==> src/core/dd_pkg.sv <==
// Constants and types shared by the dual converter update and justify block
package dd_pkg;

   localparam int unsigned DATA_W = 8;
   localparam int unsigned WORD_W = 12;
   localparam int unsigned NUM_CH = 2;

   // Byte addresses of the register bus
   localparam logic [7:0] ADDR_DATA_LOW  = 8'hd2;
   localparam logic [7:0] ADDR_DATA_HIGH = 8'hd3;
   localparam logic [7:0] ADDR_CONTROL   = 8'hd4;

   // Register page that selects each channel
   localparam logic [7:0] PAGE_CH0 = 8'h00;
   localparam logic [7:0] PAGE_CH1 = 8'h01;

   // Control field positions
   localparam int unsigned CTRL_ENABLE_BIT = 7;
   localparam int unsigned CTRL_TRIG_MSB   = 4;
   localparam int unsigned CTRL_TRIG_LSB   = 3;
   localparam int unsigned CTRL_JUST_MSB   = 2;
   localparam int unsigned CTRL_JUST_LSB   = 0;

   // Bits 6 and 5 are unused: never stored, read as zero
   localparam logic [7:0] CTRL_WRITE_MASK = 8'h9f;

   // Values after reset
   localparam logic [7:0]  RST_DATA_LOW  = 8'h00;
   localparam logic [7:0]  RST_DATA_HIGH = 8'h00;
   localparam logic [7:0]  RST_CONTROL   = 8'h00;
   localparam logic [11:0] RST_WORD      = 12'h000;
   localparam logic [7:0]  RST_RDATA     = 8'h00;

   // Update trigger select, in field order
   typedef enum logic [1:0] {
      TRIG_HIGH_WRITE,
      TRIG_TIMER3,
      TRIG_TIMER4,
      TRIG_TIMER2
   } dd_trig_e;

   // Justification select values
   localparam logic [2:0] JUST_NIBBLE = 3'h0;
   localparam logic [2:0] JUST_FIVE   = 3'h1;
   localparam logic [2:0] JUST_SIX    = 3'h2;
   localparam logic [2:0] JUST_SEVEN  = 3'h3;

   // Whole state of the top module
   typedef struct packed {
      logic [NUM_CH-1:0][DATA_W-1:0] data_low;
      logic [NUM_CH-1:0][DATA_W-1:0] data_high;
      logic [NUM_CH-1:0][DATA_W-1:0] control;
      logic [NUM_CH-1:0][WORD_W-1:0] word;
      logic [DATA_W-1:0]             rdata;
      logic                          rhit;
   } dd_state_s;

endpackage : dd_pkg

==> src/core/dd_justify.sv <==
// Aligns the 12-bit converter word out of a high and a low data byte
`timescale 1ns/1ps
`default_nettype none
module dd_justify (
   input  wire logic [7:0]  data_high_i,
   input  wire logic [7:0]  data_low_i,
   input  wire logic [2:0]  justify_select_i,
   output logic      [11:0] word_o
);

   // Bits outside the chosen alignment never reach the word
   always_comb begin
      if (justify_select_i[2]) begin
         word_o = {data_high_i[7:0], data_low_i[7:4]};
      end else begin
         case (justify_select_i)
            dd_pkg::JUST_NIBBLE: word_o = {data_high_i[3:0], data_low_i[7:0]};
            dd_pkg::JUST_FIVE:   word_o = {data_high_i[4:0], data_low_i[7:1]};
            dd_pkg::JUST_SIX:    word_o = {data_high_i[5:0], data_low_i[7:2]};
            dd_pkg::JUST_SEVEN:  word_o = {data_high_i[6:0], data_low_i[7:3]};
            default:             word_o = {data_high_i[7:0], data_low_i[7:4]};
         endcase
      end
   end

endmodule // dd_justify
`default_nettype wire

==> src/core/dd_trigger.sv <==
// Picks the event that moves a channel's data into its converter latch
`timescale 1ns/1ps
`default_nettype none
module dd_trigger (
   input  wire logic [1:0] update_trigger_i,
   input  wire logic       high_write_i,
   input  wire logic       timer2_ovf_i,
   input  wire logic       timer3_ovf_i,
   input  wire logic       timer4_ovf_i,
   output logic            update_o
);

   // Overflows are one-cycle pulses, so each gives exactly one update
   always_comb begin
      case (dd_pkg::dd_trig_e'(update_trigger_i))
         dd_pkg::TRIG_HIGH_WRITE: update_o = high_write_i;
         dd_pkg::TRIG_TIMER3:     update_o = timer3_ovf_i;
         dd_pkg::TRIG_TIMER4:     update_o = timer4_ovf_i;
         dd_pkg::TRIG_TIMER2:     update_o = timer2_ovf_i;
         default:                 update_o = 1'b0;
      endcase
   end

endmodule // dd_trigger
`default_nettype wire

==> src/core/dd_update_top.sv <==
// Register file, paging and update latches of the two 12-bit converter channels
//
// Summary of operation
// - Control bit 7 clear shuts a channel down with its output inactive.
// - Control bits 6 and 5 read as zero; writes to them are ignored.
// - Trigger select is control bits 4..3; justification select is bits 2..0.
// - Trigger 00 latches the converter word when the high byte is written.
// - Triggers 01, 10, 11 latch on timer 3, timer 4, timer 2 overflow.
// - In timer modes data writes are held until the chosen overflow arrives.
// - Low byte alone never changes output in write mode; write low then high.
// - Select 000 takes high bits 3..0 and the whole low byte.
// - Select 001 takes high bits 4..0 and low bits 7..1.
// - Select 010 takes high bits 5..0 and low bits 7..2.
// - Select 011 takes high bits 6..0 and low bits 7..3.
// - Select 1xx takes the whole high byte and low bits 7..4.
// - Second channel uses the same addresses, chosen by register page 1.
// - Second channel has its own enable, trigger and justification, identical.
// - Reset clears low byte and control of each channel to zero.
`timescale 1ns/1ps
`default_nettype none
module dd_update_top (
   input  wire logic        clk_i,
   input  wire logic        sys_rst_i,
   // Byte-wide paged register bus
   input  wire logic [7:0]  sfr_addr_i,
   input  wire logic [7:0]  sfr_page_i,
   input  wire logic        sfr_wr_i,
   input  wire logic        sfr_rd_i,
   input  wire logic [7:0]  sfr_wdata_i,
   output logic      [7:0]  sfr_rdata_o,
   output logic             sfr_rhit_o,
   // Timer overflow pulses, same clock
   input  wire logic        timer2_ovf_i,
   input  wire logic        timer3_ovf_i,
   input  wire logic        timer4_ovf_i,
   // Converter side
   output logic      [11:0] ch0_word_o,
   output logic      [11:0] ch1_word_o,
   output logic             ch0_enable_o,
   output logic             ch1_enable_o
);

   localparam int unsigned NCH = dd_pkg::NUM_CH;

   dd_pkg::dd_state_s state_q;
   dd_pkg::dd_state_s state_d;

   ////////////////////////////////////////////////////////////////////////////
   // Address and page decode

   logic [NCH-1:0] ch_sel;
   logic           addr_low;
   logic           addr_high;
   logic           addr_ctrl;
   logic           addr_any;

   // Same three addresses serve both channels; the page picks one
   assign ch_sel[0] = (sfr_page_i == dd_pkg::PAGE_CH0);
   assign ch_sel[1] = (sfr_page_i == dd_pkg::PAGE_CH1);
   assign addr_low  = (sfr_addr_i == dd_pkg::ADDR_DATA_LOW);
   assign addr_high = (sfr_addr_i == dd_pkg::ADDR_DATA_HIGH);
   assign addr_ctrl = (sfr_addr_i == dd_pkg::ADDR_CONTROL);
   assign addr_any  = addr_low | addr_high | addr_ctrl;

   ////////////////////////////////////////////////////////////////////////////
   // Per channel: register write, trigger and justification

   logic [NCH-1:0][7:0]  low_nx;
   logic [NCH-1:0][7:0]  high_nx;
   logic [NCH-1:0][7:0]  ctrl_nx;
   logic [NCH-1:0][11:0] word_nx;
   logic [NCH-1:0]       high_wr;
   logic [NCH-1:0]       update;

   genvar ch;
   generate
      for (ch = 0; ch < NCH; ch++) begin : g_ch
         logic low_wr;
         logic ctrl_wr;

         assign low_wr      = sfr_wr_i & ch_sel[ch] & addr_low;
         assign high_wr[ch] = sfr_wr_i & ch_sel[ch] & addr_high;
         assign ctrl_wr     = sfr_wr_i & ch_sel[ch] & addr_ctrl;

         // Data bytes only store; they reach the converter through the latch
         assign low_nx[ch]  = low_wr      ? sfr_wdata_i : state_q.data_low[ch];
         assign high_nx[ch] = high_wr[ch] ? sfr_wdata_i : state_q.data_high[ch];
         // Unused control bits are dropped on the way
         assign ctrl_nx[ch] = ctrl_wr ? (sfr_wdata_i & dd_pkg::CTRL_WRITE_MASK)
                                      : state_q.control[ch];

         // Current trigger select steers the update source
         dd_trigger u_trigger (
            .update_trigger_i (state_q.control[ch][dd_pkg::CTRL_TRIG_MSB:dd_pkg::CTRL_TRIG_LSB]),
            .high_write_i     (high_wr[ch]),
            .timer2_ovf_i     (timer2_ovf_i),
            .timer3_ovf_i     (timer3_ovf_i),
            .timer4_ovf_i     (timer4_ovf_i),
            .update_o         (update[ch])
         );

         // Word formed from the bytes as they stand after this cycle's write,
         // so a high-byte write is latched together with its own value
         dd_justify u_justify (
            .data_high_i      (high_nx[ch]),
            .data_low_i       (low_nx[ch]),
            .justify_select_i (state_q.control[ch][dd_pkg::CTRL_JUST_MSB:dd_pkg::CTRL_JUST_LSB]),
            .word_o           (word_nx[ch])
         );
      end
   endgenerate

   ////////////////////////////////////////////////////////////////////////////
   // Read mux

   logic [7:0] rd_value;
   logic       rd_hit;

   always_comb begin
      rd_value = 8'h00;
      rd_hit   = 1'b0;
      for (int i = 0; i < NCH; i++) begin
         if (ch_sel[i] && addr_any) begin
            rd_hit = 1'b1;
            if (addr_low) begin
               rd_value = state_q.data_low[i];
            end else if (addr_high) begin
               rd_value = state_q.data_high[i];
            end else begin
               // Stored bits 6..5 are always zero
               rd_value = state_q.control[i] & dd_pkg::CTRL_WRITE_MASK;
            end
         end
      end
   end

   ////////////////////////////////////////////////////////////////////////////
   // Next state

   always_comb begin
      state_d = state_q;
      for (int i = 0; i < NCH; i++) begin
         state_d.data_low[i]  = low_nx[i];
         state_d.data_high[i] = high_nx[i];
         state_d.control[i]   = ctrl_nx[i];
         // Only the chosen event moves held data to the converter
         if (update[i]) begin
            state_d.word[i] = word_nx[i];
         end
      end
      // Answer registered one cycle after the strobe; unmapped reads give zero
      if (sfr_rd_i) begin
         state_d.rdata = rd_value;
         state_d.rhit  = rd_hit;
      end
   end

   ////////////////////////////////////////////////////////////////////////////
   // State register

   always_ff @(posedge clk_i) begin
      if (sys_rst_i) begin
         for (int i = 0; i < NCH; i++) begin
            state_q.data_low[i]  <= dd_pkg::RST_DATA_LOW;
            state_q.data_high[i] <= dd_pkg::RST_DATA_HIGH;
            state_q.control[i]   <= dd_pkg::RST_CONTROL;
            state_q.word[i]      <= dd_pkg::RST_WORD;
         end
         state_q.rdata <= dd_pkg::RST_RDATA;
         state_q.rhit  <= 1'b0;
      end else begin
         state_q <= state_d;
      end
   end

   ////////////////////////////////////////////////////////////////////////////
   // Outputs, all straight from the state register

   assign sfr_rdata_o  = state_q.rdata;
   assign sfr_rhit_o   = state_q.rhit;
   assign ch0_word_o   = state_q.word[0];
   assign ch1_word_o   = state_q.word[1];
   // Enable low means the analog channel is shut down, pin inactive
   assign ch0_enable_o = state_q.control[0][dd_pkg::CTRL_ENABLE_BIT];
   assign ch1_enable_o = state_q.control[1][dd_pkg::CTRL_ENABLE_BIT];

endmodule // dd_update_top
`default_nettype wire

==> config.mk <==
export PLATFORM = sky130hd
export DESIGN_NAME = dd_update_top
export DESIGN_NICKNAME = d
export VERILOG_FILES = /design/src/core/dd_pkg.sv /design/src/core/dd_justify.sv /design/src/core/dd_trigger.sv /design/src/core/dd_update_top.sv
export SDC_FILE = /design/constraint.sdc
export NUM_CORES = 1
export LEC_CHECK = 0
export BUFFER_PORTS_ARGS = -buffer_cell sky130_fd_sc_hd__buf_4
export CORE_ASPECT_RATIO = 1.2
export CORE_UTILIZATION = 40
export CTS_CLUSTER_SIZE = 8
export DETAILED_ROUTE_END_ITERATION = 12
export GPL_ROUTABILITY_DRIVEN = 0
export GPL_TIMING_DRIVEN = 0
export SYNTH_ARGS = -nofsm -noshare
export SYNTH_HDL_FRONTEND = slang
export SYNTH_HIERARCHICAL = 1
export SYNTH_SLANG_ARGS = --single-unit
export TNS_END_PERCENT = 1
==> constraint.sdc <==
create_clock -name clk_i -period 6.95 [get_ports clk_i]
set_input_delay 1.39 -clock clk_i [delete_from_list [all_inputs] [get_ports clk_i]]
set_output_delay 1.39 -clock clk_i [all_outputs]
set_load 0.005 [all_outputs]
Yosys cells after proc, flatten, opt, wreduce, memory -nomap -nowiden

Cells that the tools add are included.

Add/subtract/negate cells: 0
Multiply operators: 0
Div/mod/pow operators: 0
$lt $le $gt $ge: 0
Equality and inequality tests: 16
Shift operators: 0
Multiplexer cells: 18
Bitwise logic cells: 10
Reduce and logical (&&, ||, !) cells: 7

Operator list:

| kind                                                 | number |
|---|---|
| one-hot mux 12 bit (4 select lines)                  | 2 |
| two-way mux 8 bit                                    | 10 |
| equality test 8 bit (second input constant)          | 3 |
| two-way mux 12 bit                                   | 2 |
| equality test 3 x 2 -> 1 bit (second input constant) | 4 |
| bitwise AND 1 bit                                    | 8 |
| equality test 2 bit (second input constant)          | 4 |
| equality test 8 x 1 -> 1 bit (second input constant) | 1 |
| zero test 8 bit                                      | 1 |
| one-hot mux 1 bit (4 select lines)                   | 2 |
| equality test 3 x 1 -> 1 bit (second input constant) | 2 |
| zero test 3 bit                                      | 2 |
| equality test 2 x 1 -> 1 bit (second input constant) | 2 |
| zero test 2 bit                                      | 2 |
| logical AND 1 bit                                    | 2 |
| two-way mux 1 bit                                    | 2 |
| bitwise OR 1 bit                                     | 2 |

Register bits after elaboration: 77
Bits in latches: 0
RAM bits: 0
Bits in read-only memories: 0
Bits of input ports: 31
Output and inout port bits: 35
Logic and storage cells: 61
Memories: 0

Longest topological paths before layout

Gate-level depths: netlist (run 1).

Depth in word-level cells: 6
Mapped depth: 9
Gate-level depth less buffers: 9

Modules after synthesis

The synthesis (run 1) kept the hierarchy.

By module, submodules not included:

| module        | instances | cells an instance | area each (um^2) | seq. area each (um^2) |
|---|---|---|---|---|
| dd_update_top | 1         | 354               | 3562.2           | 1541.5 |
| dd_justify    | 2         | 45                | 357.8            | 0.0 |
| dd_trigger    | 2         | 1                 | 22.5             | 0.0 |

Worst setup path after synthesis (run 1)

No wires, ideal clock.

Path kind: input to register
Start: in sfr_addr_i[2]
End: reg state_q (netlist bit ch1_word_o[10])
Setup time: 0.128 ns
Arrival time: 3.396 ns
Data required time: 6.822 ns
Slack: 3.426 ns
Stages: 8
Path buffers: 1
Cells stage by stage: nand2b_1 -> nor3b_2 -> nand2_2 -> nor3_4 -> mux4_2 -> buf_1 -> mux2i_1 -> nor2_1

Elaborated cells on any way between the ends: 6
Those cells by class: 1 x eq/ne; 4 x mux; 1 x bitwise

RTL lines:

| item                               | RTL line             | text |
|---|---|---|
| start: declaration                 | dd_update_top.sv:25  | `input wire logic [7:0] sfr_addr_i,` |
| equality test 8 bit                | dd_update_top.sv:61  | `assign addr_high = (sfr_addr_i == dd_pkg::ADDR_DATA_HIGH);` |
| bitwise AND 1 bit                  | dd_update_top.sv:82  | `assign high_wr[ch] = sfr_wr_i & ch_sel[ch] & addr_high;` |
| named net high_wr[1]               | dd_update_top.sv:72  | `logic [NCH-1:0] high_wr;` |
| one-hot mux 1 bit (4 select lines) | dd_trigger.sv:15     | `case (dd_pkg::dd_trig_e'(update_trigger_i))` |
| named net update[1]                | dd_update_top.sv:73  | `logic [NCH-1:0] update;` |
| end signal: assignment             | dd_update_top.sv:172 | `state_q <= state_d;` |
| end: declaration                   | dd_update_top.sv:45  | `dd_pkg::dd_state_s state_q;` |

The timed path passes the listed nets, and every way through them passes these cells.
A chain may end at the register's enable or synchronous reset.

Worst setup path after layout (run 1)

Start: in sfr_addr_i[2]
End: reg state_q (netlist bit ch1_word_o[6])

Same word-level chain as after synthesis.

==> metrics.txt, run 1 <==
CP Data Required Time 7.16 ns; Final Hold Violating Endpoints 0; Starting Density 41.1%; CTS H-Tree Depth 3; Setup crit start sfr_addr_i[2]; Die X-Extent 96.9 um; Area Overhead vs Synth 22.4%; Total Power 0.000999 W; number of gates resized after CTS 0; Achievable Freq 0.259 GHz; status complete, no violations; share of post-route cells with drive strength above 1 30.7%; Final WS setup 3.09 ns; post-route minimum period 3.86 ns; vias in the first global route 3484; Synth Flop Type dfxtp_1; wire per inst 17.7 um; Synth cell types 48; P_int 0.000798 W; clock skew 0.00731 ns; die height 116 um; CTS root buffer clkbuf_16; post-placement setup slack 2.78 ns; reg2reg start state_q[36]; GR Util All Layers 21.2%; top-level I/O count 66; Leak 2.20 nW; DRT iter0 DRCs 198; FP Rows 41; RSZ-0062 raised after global routing no; CP Class in2reg; total power divided by cell area 189 nW/um^2; CORE AREA 10500 um^2; RR Endpoint ch0_word_o[4]; combinational power share 3.8%; end of the worst hold path sfr_rdata_o[1]; Worst setup EP type flop; number of flops mapped to enable cells by yosys 0; sequential area share after synthesis 35.7%; cell taking the most area after synthesis dfxtp_1; Syn Inst Count 446; Synth Cell Area 4320 um^2; Skew-Pair Late Insertion Delay 0.34 ns; Inserted Clock Buffers 9; Hold Path Class reg2reg; flop-to-flop setup slack 5.05 ns; CTS tree done; clk slew on worst S/H paths 0.05 ns; largest net degree at the start of global routing 13; Die ar. 11200 um^2; syn_area_per_cell 9.69 um^2; Port-buffer cells 63; sequential fraction of design power 44.2%; CP Launch Type primary input; peak supply drop 0.108 mV; cts hold-fix bufs 0; # clock sinks 77; Syn Nets 477; detailed placer's ending HPWL 9040 um; Synth area leaders dfxtp_1, mux2i_1, mux2_2, a222oi_1, buf_4; DRT Wirelength 11600 um; R2R cell count 4; crit share post-route 55.6%; via count 3561; Vias/cell 5.45; endpoints failing setup 0; Yosys warning count 6; async set-reset flop share out of synthesis 0%; WP data arrival 4.07 ns; origin of the worst min-delay path sfr_rdata_o[1]; initial antenna violation count 0; buffer levels on the longest clock path 2; Worst Path Max Fanout 10; hold depth 2; NetSw 0.000201 W; TNS Setup 0 ns; Antenna Cells 0; first-pass GRT wire length 18100 um; Pre-antenna DRT Iters 5; Yosys reg bits 77; DRC 0; Post-CTS Setup Inserts 0; Max Slew Vio Count 0; post-synth top area share 35.7%; Clock power frac 52.0%; Final ANT Viol Nets 0; Worst slew margin 53.0%; grt ovf 0; worst-margin pin slew 0.704 ns; # nets final 551; Max-cap violations 0; Net Sw Frac 20.1%
==> worst max-delay path by stage <==
stage / endpoint / slack, ns / cells after the start
4_1_cts: ch1_word_o[6] / 3.12 / 9
5_1_grt: ch1_word_o[7] / 2.86 / 9
2_1_floorplan: ch1_word_o[10] / 3.43 / 8
3_3_place_gp: ch1_word_o[7] / 2.80 / 9
3_5_place_dp: ch1_word_o[6] / 2.78 / 9
6_report: ch1_word_o[6] / 3.09 / 9
==> sequential cells by signal, summed over array words and instances (netlist names) <==
name          cells
ch0_enable_o      1
ch0_word_o       12
ch1_enable_o      1
ch1_word_o       12
sfr_rdata_o       8
sfr_rhit_o        1
state_q          42
==> logic make-up (layout without fill, tap and decap cells) <==
| family | after synthesis | in the layout | share of synthesized area, % |
|---|---|---|---|
| AO/OA/AOI/OAI | 57 | 57 | 11.3 |
| XOR/XNOR | 1 | 1 | 0.203 |
| buffers and inverters | 81 | 159 | 10.9 |
| flip-flops | 77 | 77 | 35.7 |
| multiplexers | 106 | 106 | 26.0 |
| AND/OR/NAND/NOR | 124 | 124 | 15.8 |
==> synthesized netlist by cell type, types with 3 or more instances <==
library cell  count
a221oi_1         10
a21oi_1           6
a22o_1            4
a222oi_1         24
nor2b_1          34
inv_1            25
nor2_1           45
dfxtp_1          77
o21ai_0           3
buf_4            32
mux2i_1          72
nand3_1           3
mux2_2           32
clkbuf_1         15
nand2_1          15
nor2_2            3
buf_1             4
==> power by group through the flow <==
stage / logic, W / clock network, W / registers (W)
floorplan: 0.0000132 / 0 / 0.000451
global placement: 0.0000378 / 0 / 0.000451
finish: 0.0000380 / 0.000520 / 0.000441
detailed placement: 0.0000381 / 0 / 0.000451
CTS: 0.0000382 / 0.000533 / 0.000441
global route: 0.0000410 / 0.000550 / 0.000441
==> placed cells by master (no fill, tap or decap), types with 3 or more instances in the layout <==
| cell | synthesis | final |
|---|---|---|
| inv_1 | 25 | 25 |
| nand3_1 | 3 | 3 |
| nor2_1 | 45 | 45 |
| mux2i_1 | 72 | 72 |
| buf_1 | 4 | 4 |
| buf_4 | 32 | 95 |
| a221oi_1 | 10 | 10 |
| nor2b_1 | 34 | 34 |
| o21ai_0 | 3 | 3 |
| clkbuf_1 | 15 | 15 |
| clkbuf_8 | 0 | 3 |
| clkbuf_16 | 0 | 9 |
| mux2_2 | 32 | 32 |
| a222oi_1 | 24 | 24 |
| a21oi_1 | 6 | 6 |
| nor2_2 | 3 | 3 |
| nand2_1 | 15 | 15 |
| dfxtp_1 | 77 | 77 |
| a22o_1 | 4 | 4 |
==> layout make-up <==
type / instances / area [um^2]
fill: 1030 / 5230
multi-input combinational: 288 / 2310
sequential: 77 / 1540
timing repair buffer: 63 / 473
buffer: 56 / 379
clock buffer: 12 / 267
tap: 129 / 161
inverter: 25 / 93.8
clock inverter: 3 / 67.6
==> worst max-delay path, stage by stage <==
cell	delay, ns
buf_4	0.13
nand2b_1	0.23
nor3b_2	0.40
nand2_2	0.20
nor3_4	0.44
mux4_2	0.41
buf_1	0.54
mux2i_1	0.27
nor2_1	0.05
==> layer usage <==
layer	track usage, %	wire length, um
met5	0	0
met4	11.8	473
met3	4.34	646
met2	35.2	5480
met1	25.7	4960
==> through the flow <==
stage	util, %	std cells	area [um^2]	hold slack [ns]
floorplan	-	446	4320	0.426
global placement	47.1	638	4960	0.461
detailed placement	47.1	638	4960	0.441
CTS	50.3	653	5290	0.455
global route	50.3	653	5290	0.497
finish	50.3	653	5290	0.452
(Power assumes the default switching activity.)
==> inputs of run 2 (changes only) <==
--- a/config.mk
+++ b/config.mk
@@ -5,6 +5,7 @@
 export SDC_FILE = /design/constraint.sdc
 export NUM_CORES = 1
 export LEC_CHECK = 0
+export ABC_AREA = 1
 export BUFFER_PORTS_ARGS = -buffer_cell sky130_fd_sc_hd__buf_4
 export CORE_ASPECT_RATIO = 1.2
 export CORE_UTILIZATION = 40
==> constraint.sdc (replaced) <==
create_clock -name clk_i -period 3.6 [get_ports clk_i]
set_input_delay 0.72 -clock clk_i [delete_from_list [all_inputs] [get_ports clk_i]]
set_output_delay 0.72 -clock clk_i [all_outputs]
set_load 0.005 [all_outputs]
==> metrics.txt, run 2 <==
clk slew on worst S/H paths 0.06 ns; detailed placer's ending HPWL 11600 um; DRC 0; DRT iter0 DRCs 282; CTS H-Tree Depth 3; flop-to-flop setup slack 2.02 ns; Area Overhead vs Synth 19.0%; Skew-Pair Late Insertion Delay 0.34 ns; slowest stage cell on the critical path nor4b_1; CP Data Required Time 3.81 ns; number of flops mapped to enable cells by yosys 0; hold depth 2; max FFs per register 42; Syn Inst Count 839; Achievable Freq 0.372 GHz; Max Slew Vio Count 0; clock skew 0.00726 ns; Inserted Clock Buffers 9; largest reg by FF count state_q; Worst slew margin 51.7%; post-synth top area share 29.7%; peak supply drop 0.232 mV; Synth Flop Type dfxtp_1; Final ANT Viol Nets 0; post-route minimum period 2.69 ns; Hold Path Class reg2reg; RSZ-0062 raised after global routing no; Leak 3.24 nW; initial antenna violation count 0; DP Cell Count 1067; Final Hold Violating Endpoints 0; Pre-antenna DRT Iters 5; wire per inst 14.2 um; TNS Setup 0 ns; DRT Wirelength 15400 um; Die X-Extent 106 um; Antenna Cells 0; Synth Cell Area 5190 um^2; Clock power frac 49.5%; endpoints failing setup 0; CORE AREA 12700 um^2; via count 5424; vias in the first global route 4910; share of post-route cells with drive strength above 1 19.2%; grt ovf 0; Fin Hold WS 0.460 ns; Die ar. 13400 um^2; Synth cell types 30; Syn Nets 870; critical path cell sequence buf_4, inv_1, nand2_1, nor2_4, nand2_4, buf_6, nor4b_1, inv_2, nand2_1, nand3_1, nand2_1, inv_1, clkbuf_1, nand2_1, a21oi_1; count leader, synth nand2_1; R2R cell count 7; number of gates resized after CTS 0; cell taking the most area after synthesis dfxtp_1; commonest non-fill, non-tap cell in the layout nand2_1; # nets final 945; FP Rows 45; crit-path most repeated cell nand2_1; CP Launch Type primary input; first-pass GRT wire length 25000 um; most frequent cells in the layout nand2_1, buf_4, nand3_1; Yosys reg bits 77; status complete, no violations; GR Util All Layers 23.8%; CTS tree done; largest net degree at the start of global routing 15; CP Class in2reg; cts hold-fix bufs 0; Starting Density 41.0%; CTS root buffer clkbuf_16; DP Area 5870 um^2; WP data arrival 2.89 ns; sequential area share after synthesis 29.7%; Worst setup EP type flop; Post-Layout Cell Count 1083; total power divided by cell area 302 nW/um^2; crit share post-route 74.6%; worst-margin pin slew 0.725 ns; Synth area leaders dfxtp_1, nand2_1, nand3_1, nand4_1, buf_4; syn_area_per_cell 6.18 um^2; NetSw 0.000438 W; sequential fraction of design power 45.7%; Net Sw Frac 23.5%; async set-reset flop share out of synthesis 0%; Critical Path Max Stage Delay 0.38 ns; Port-buffer cells 64; Yosys warning count 6; die height 127 um; # clock sinks 77; Worst Path Max Fanout 10; combinational power share 4.7%; buffer levels on the longest clock path 2; Vias/cell 5.01; Max-cap violations 0; final instance area 6170 um^2; Synth top cells by count nand2_1, nand3_1, dfxtp_1; cell family with most CP delay simple AND/OR/NAND/NOR gates; top-level I/O count 66; P_int 0.00143 W; CP bufs+invs 6; Post-CTS Setup Inserts 0; Crit path depth 15
==> run 2: cell types whose count changed after synthesis, sizes merged, moves of 22 or more <==
cell / previous run / this run
nand4: 1 / 51
mux2i: 72 / 0
nand3: 3 / 84
nor2b: 34 / 0
a21oi: 6 / 54
nand2: 17 / 313
inv: 25 / 82
a222oi: 24 / 0
mux2: 32 / 0
buf: 41 / 63
==> run 2: through the flow <==
step | util [%] | setup slack (ns) | total power (W)
2_1_floorplan | - | 1.21 | 0.000907
3_3_place_gp | 46.4 | 0.563 | 0.000960
3_5_place_dp | 46.4 | 0.561 | 0.000960
4_1_cts | 48.7 | 0.921 | 0.00188
5_1_grt | 48.7 | 0.691 | 0.00193
6_report | 48.7 | 0.913 | 0.00187
==> run 2: path summary, 6_finish.rpt <==
path,endpoint,from
setup / recovery,ch1_word_o[6],sfr_addr_i[3]
hold reg to reg,ch1_word_o[7],ch1_word_o[7]
hold / removal,ch1_word_o[7],ch1_word_o[7]
setup reg to reg,ch1_word_o[6],state_q[44]
==> run 2: logic make-up after synthesis <==
logic type | count (synthesis) | share of synthesized area, %
AND/OR/NAND/NOR | 511 | 43.6
buffers and inverters | 165 | 17.4
AO/OA/AOI/OAI | 86 | 9.21
flip-flops | 77 | 29.7
==> run 2: layout make-up <==
class | count | area (um^2)
clock inverters | 6 | 71.3
flip-flops and latches | 77 | 1540
well taps | 164 | 205
multi-input cells | 597 | 2740
repair buffers | 64 | 480
inverters | 85 | 320
clock buffers | 10 | 229
plain buffers | 80 | 584
fillers | 1403 | 6490
==> run 2: worst min-delay path: stages (launching register included) <==
cell and delay (ns):
dfxtp_1 0.31, nand2_1 0.06, a21oi_1 0.05
==> run 2: power groups by stage <==
| stage | Clock [W] | Sequential [W] | Combinational (W) |
|---|---|---|---|
| final | 0.000924 | 0.000853 | 0.0000883 |
| after global routing | 0.000976 | 0.000853 | 0.0000964 |
| after CTS | 0.000939 | 0.000853 | 0.0000881 |
| after detailed placement | 0 | 0.000873 | 0.0000879 |
| after global placement | 0 | 0.000873 | 0.0000874 |
| after floorplan | 0 | 0.000872 | 0.0000347 |
==> run 2: layer usage <==
metal	part of all wire (%)	track usage (%)
met5	0	0
met4	2.8	9.97
met3	3.5	3.29
met2	52	43.1
met1	42	28.1
==> inputs of run 3 (changes only) <==
==> constraint.sdc (replaced) <==
create_clock -name clk_i -period 2.6 [get_ports clk_i]
set_input_delay 0.52 -clock clk_i [delete_from_list [all_inputs] [get_ports clk_i]]
set_output_delay 0.52 -clock clk_i [all_outputs]
set_load 0.005 [all_outputs]
==> metrics.txt, run 3 (synthesis results as in run 2) <==
WP data arrival 2.57 ns; Fin Hold WS 0.460 ns; buffer levels on the longest clock path 2; die height 127 um; Antenna Cells 0; Leak 3.25 nW; Post-CTS Setup Inserts 0; post-route minimum period 2.36 ns; clock skew 0.00551 ns; commonest non-fill, non-tap cell in the layout nand2_1; Pre-antenna DRT Iters 5; Area Overhead vs Synth 19.2%; Die ar. 13400 um^2; # clock sinks 77; DP Cell Count 1067; Starting Density 41.0%; Post-Layout Cell Count 1083; CP Launch Type primary input; post-placement setup slack -0.239 ns; R2R cell count 7; TNS Setup 0 ns; CTS tree done; Final ANT Viol Nets 0; Achievable Freq 0.423 GHz; Max-cap violations 0; # nets final 945; top-level I/O count 66; worst-margin pin slew 0.734 ns; reg2reg start state_q[44]; largest net degree at the start of global routing 15; Skew-Pair Late Insertion Delay 0.34 ns; clk slew on worst S/H paths 0.06 ns; Final WS setup 0.238 ns; Die X-Extent 106 um; DRT iter0 DRCs 297; share of post-route cells with drive strength above 1 19.6%; detailed placer's ending HPWL 11600 um; status complete, no violations; CTS H-Tree Depth 3; CP Data Required Time 2.81 ns; wire per inst 14.2 um; DRT Wirelength 15400 um; total power divided by cell area 417 nW/um^2; origin of the worst min-delay path ch1_word_o[7]; Setup crit start sfr_addr_i[3]; Worst slew margin 51.0%; max FFs per register 42; Worst setup EP type flop; Total Power 0.00258 W; largest reg by FF count state_q; RSZ-0062 raised after global routing yes; Final Hold Violating Endpoints 0; first-pass GRT wire length 25000 um; Inserted Clock Buffers 9; Max Slew Vio Count 0; DRC 0; FP Rows 45; hold depth 2; Vias/cell 5.01; initial antenna violation count 0; GR Util All Layers 23.8%; CTS root buffer clkbuf_16; CP Class in2reg; Worst Path Max Fanout 10; vias in the first global route 4910; most frequent cells in the layout nand2_1, buf_4, nand3_1; CORE AREA 12700 um^2; Port-buffer cells 64; Hold Path Class reg2reg; crit share post-route 90.8%; endpoints failing setup 0; via count 5424; peak supply drop 0.322 mV; grt ovf 0
## run 3: changes by cell type in the layout (fill, tap and decap cells not counted)
| cell | delta |
|---|---|
| o21ai_2 | +1 |
| clkbuf_2 | +2 |
| clkbuf_1 | -2 |
| nor4b_2 | +1 |
| nor4b_1 | -1 |
| o21ai_1 | -1 |
## run 3: worst paths after layout
kind                   end  slack, ns
max          ch1_word_o[5]       0.24
min          ch1_word_o[7]       0.46
max reg2reg  ch1_word_o[5]       1.03
min reg2reg  ch1_word_o[7]       0.46
## run 3: power by group
group	switching (W)	internal, W	leakage [nW]
Sequential	0.000000806	0.00118	0.620
Clock	0.000524	0.000752	0.140
Combinational	0.0000782	0.0000444	2.49
## run 3: metrics by stage
step / area, um^2 / utilization [%]
4_1_cts: 6170 / 48.7
5_1_grt: 6190 / 48.8
2_1_floorplan: 5190 / -
3_3_place_gp: 5870 / 46.4
6_report: 6190 / 48.8
3_5_place_dp: 5870 / 46.4
## run 3: layer usage
| layer | routed length [um] | GRT usage, % | part of all wire, % |
|---|---|---|---|
| met1 | 6350 | 28.1 | 41 |
| met2 | 7970 | 43.1 | 52 |
| met3 | 622 | 3.29 | 4.0 |
| met4 | 445 | 9.97 | 2.9 |
| met5 | 0 | 0 | 0 |
## run 3: final cells by class
class,count,area [um^2]
Buffer,80,587
Clock buffer,10,229
Clock inverter,6,71.3
Fill cell,1402,6480
Inverter,85,320
Multi-Input combinational cell,597,2750
Sequential cell,77,1540
Tap cell,164,205
Timing Repair Buffer,64,480
## run 3: timing repair
| item | in CTS | in global routing |
|---|---|---|
| resized for setup | 0 | 6 |
| endpoints found under the setup margin | 0 | 20 |
| hold buffers | 0 | 0 |
## run 3: worst max-delay path: stages
cell and delay (ns):
buf_4 0.11, inv_1 0.05, nand2_1 0.10, nor2_4 0.23, nand2_4 0.14, buf_6 0.18
nor4b_2 0.27, inv_2 0.04, nand2_1 0.06, nand3_1 0.06, nand2_1 0.21, inv_1 0.15
clkbuf_1 0.26, nand2_1 0.12, a21oi_1 0.06
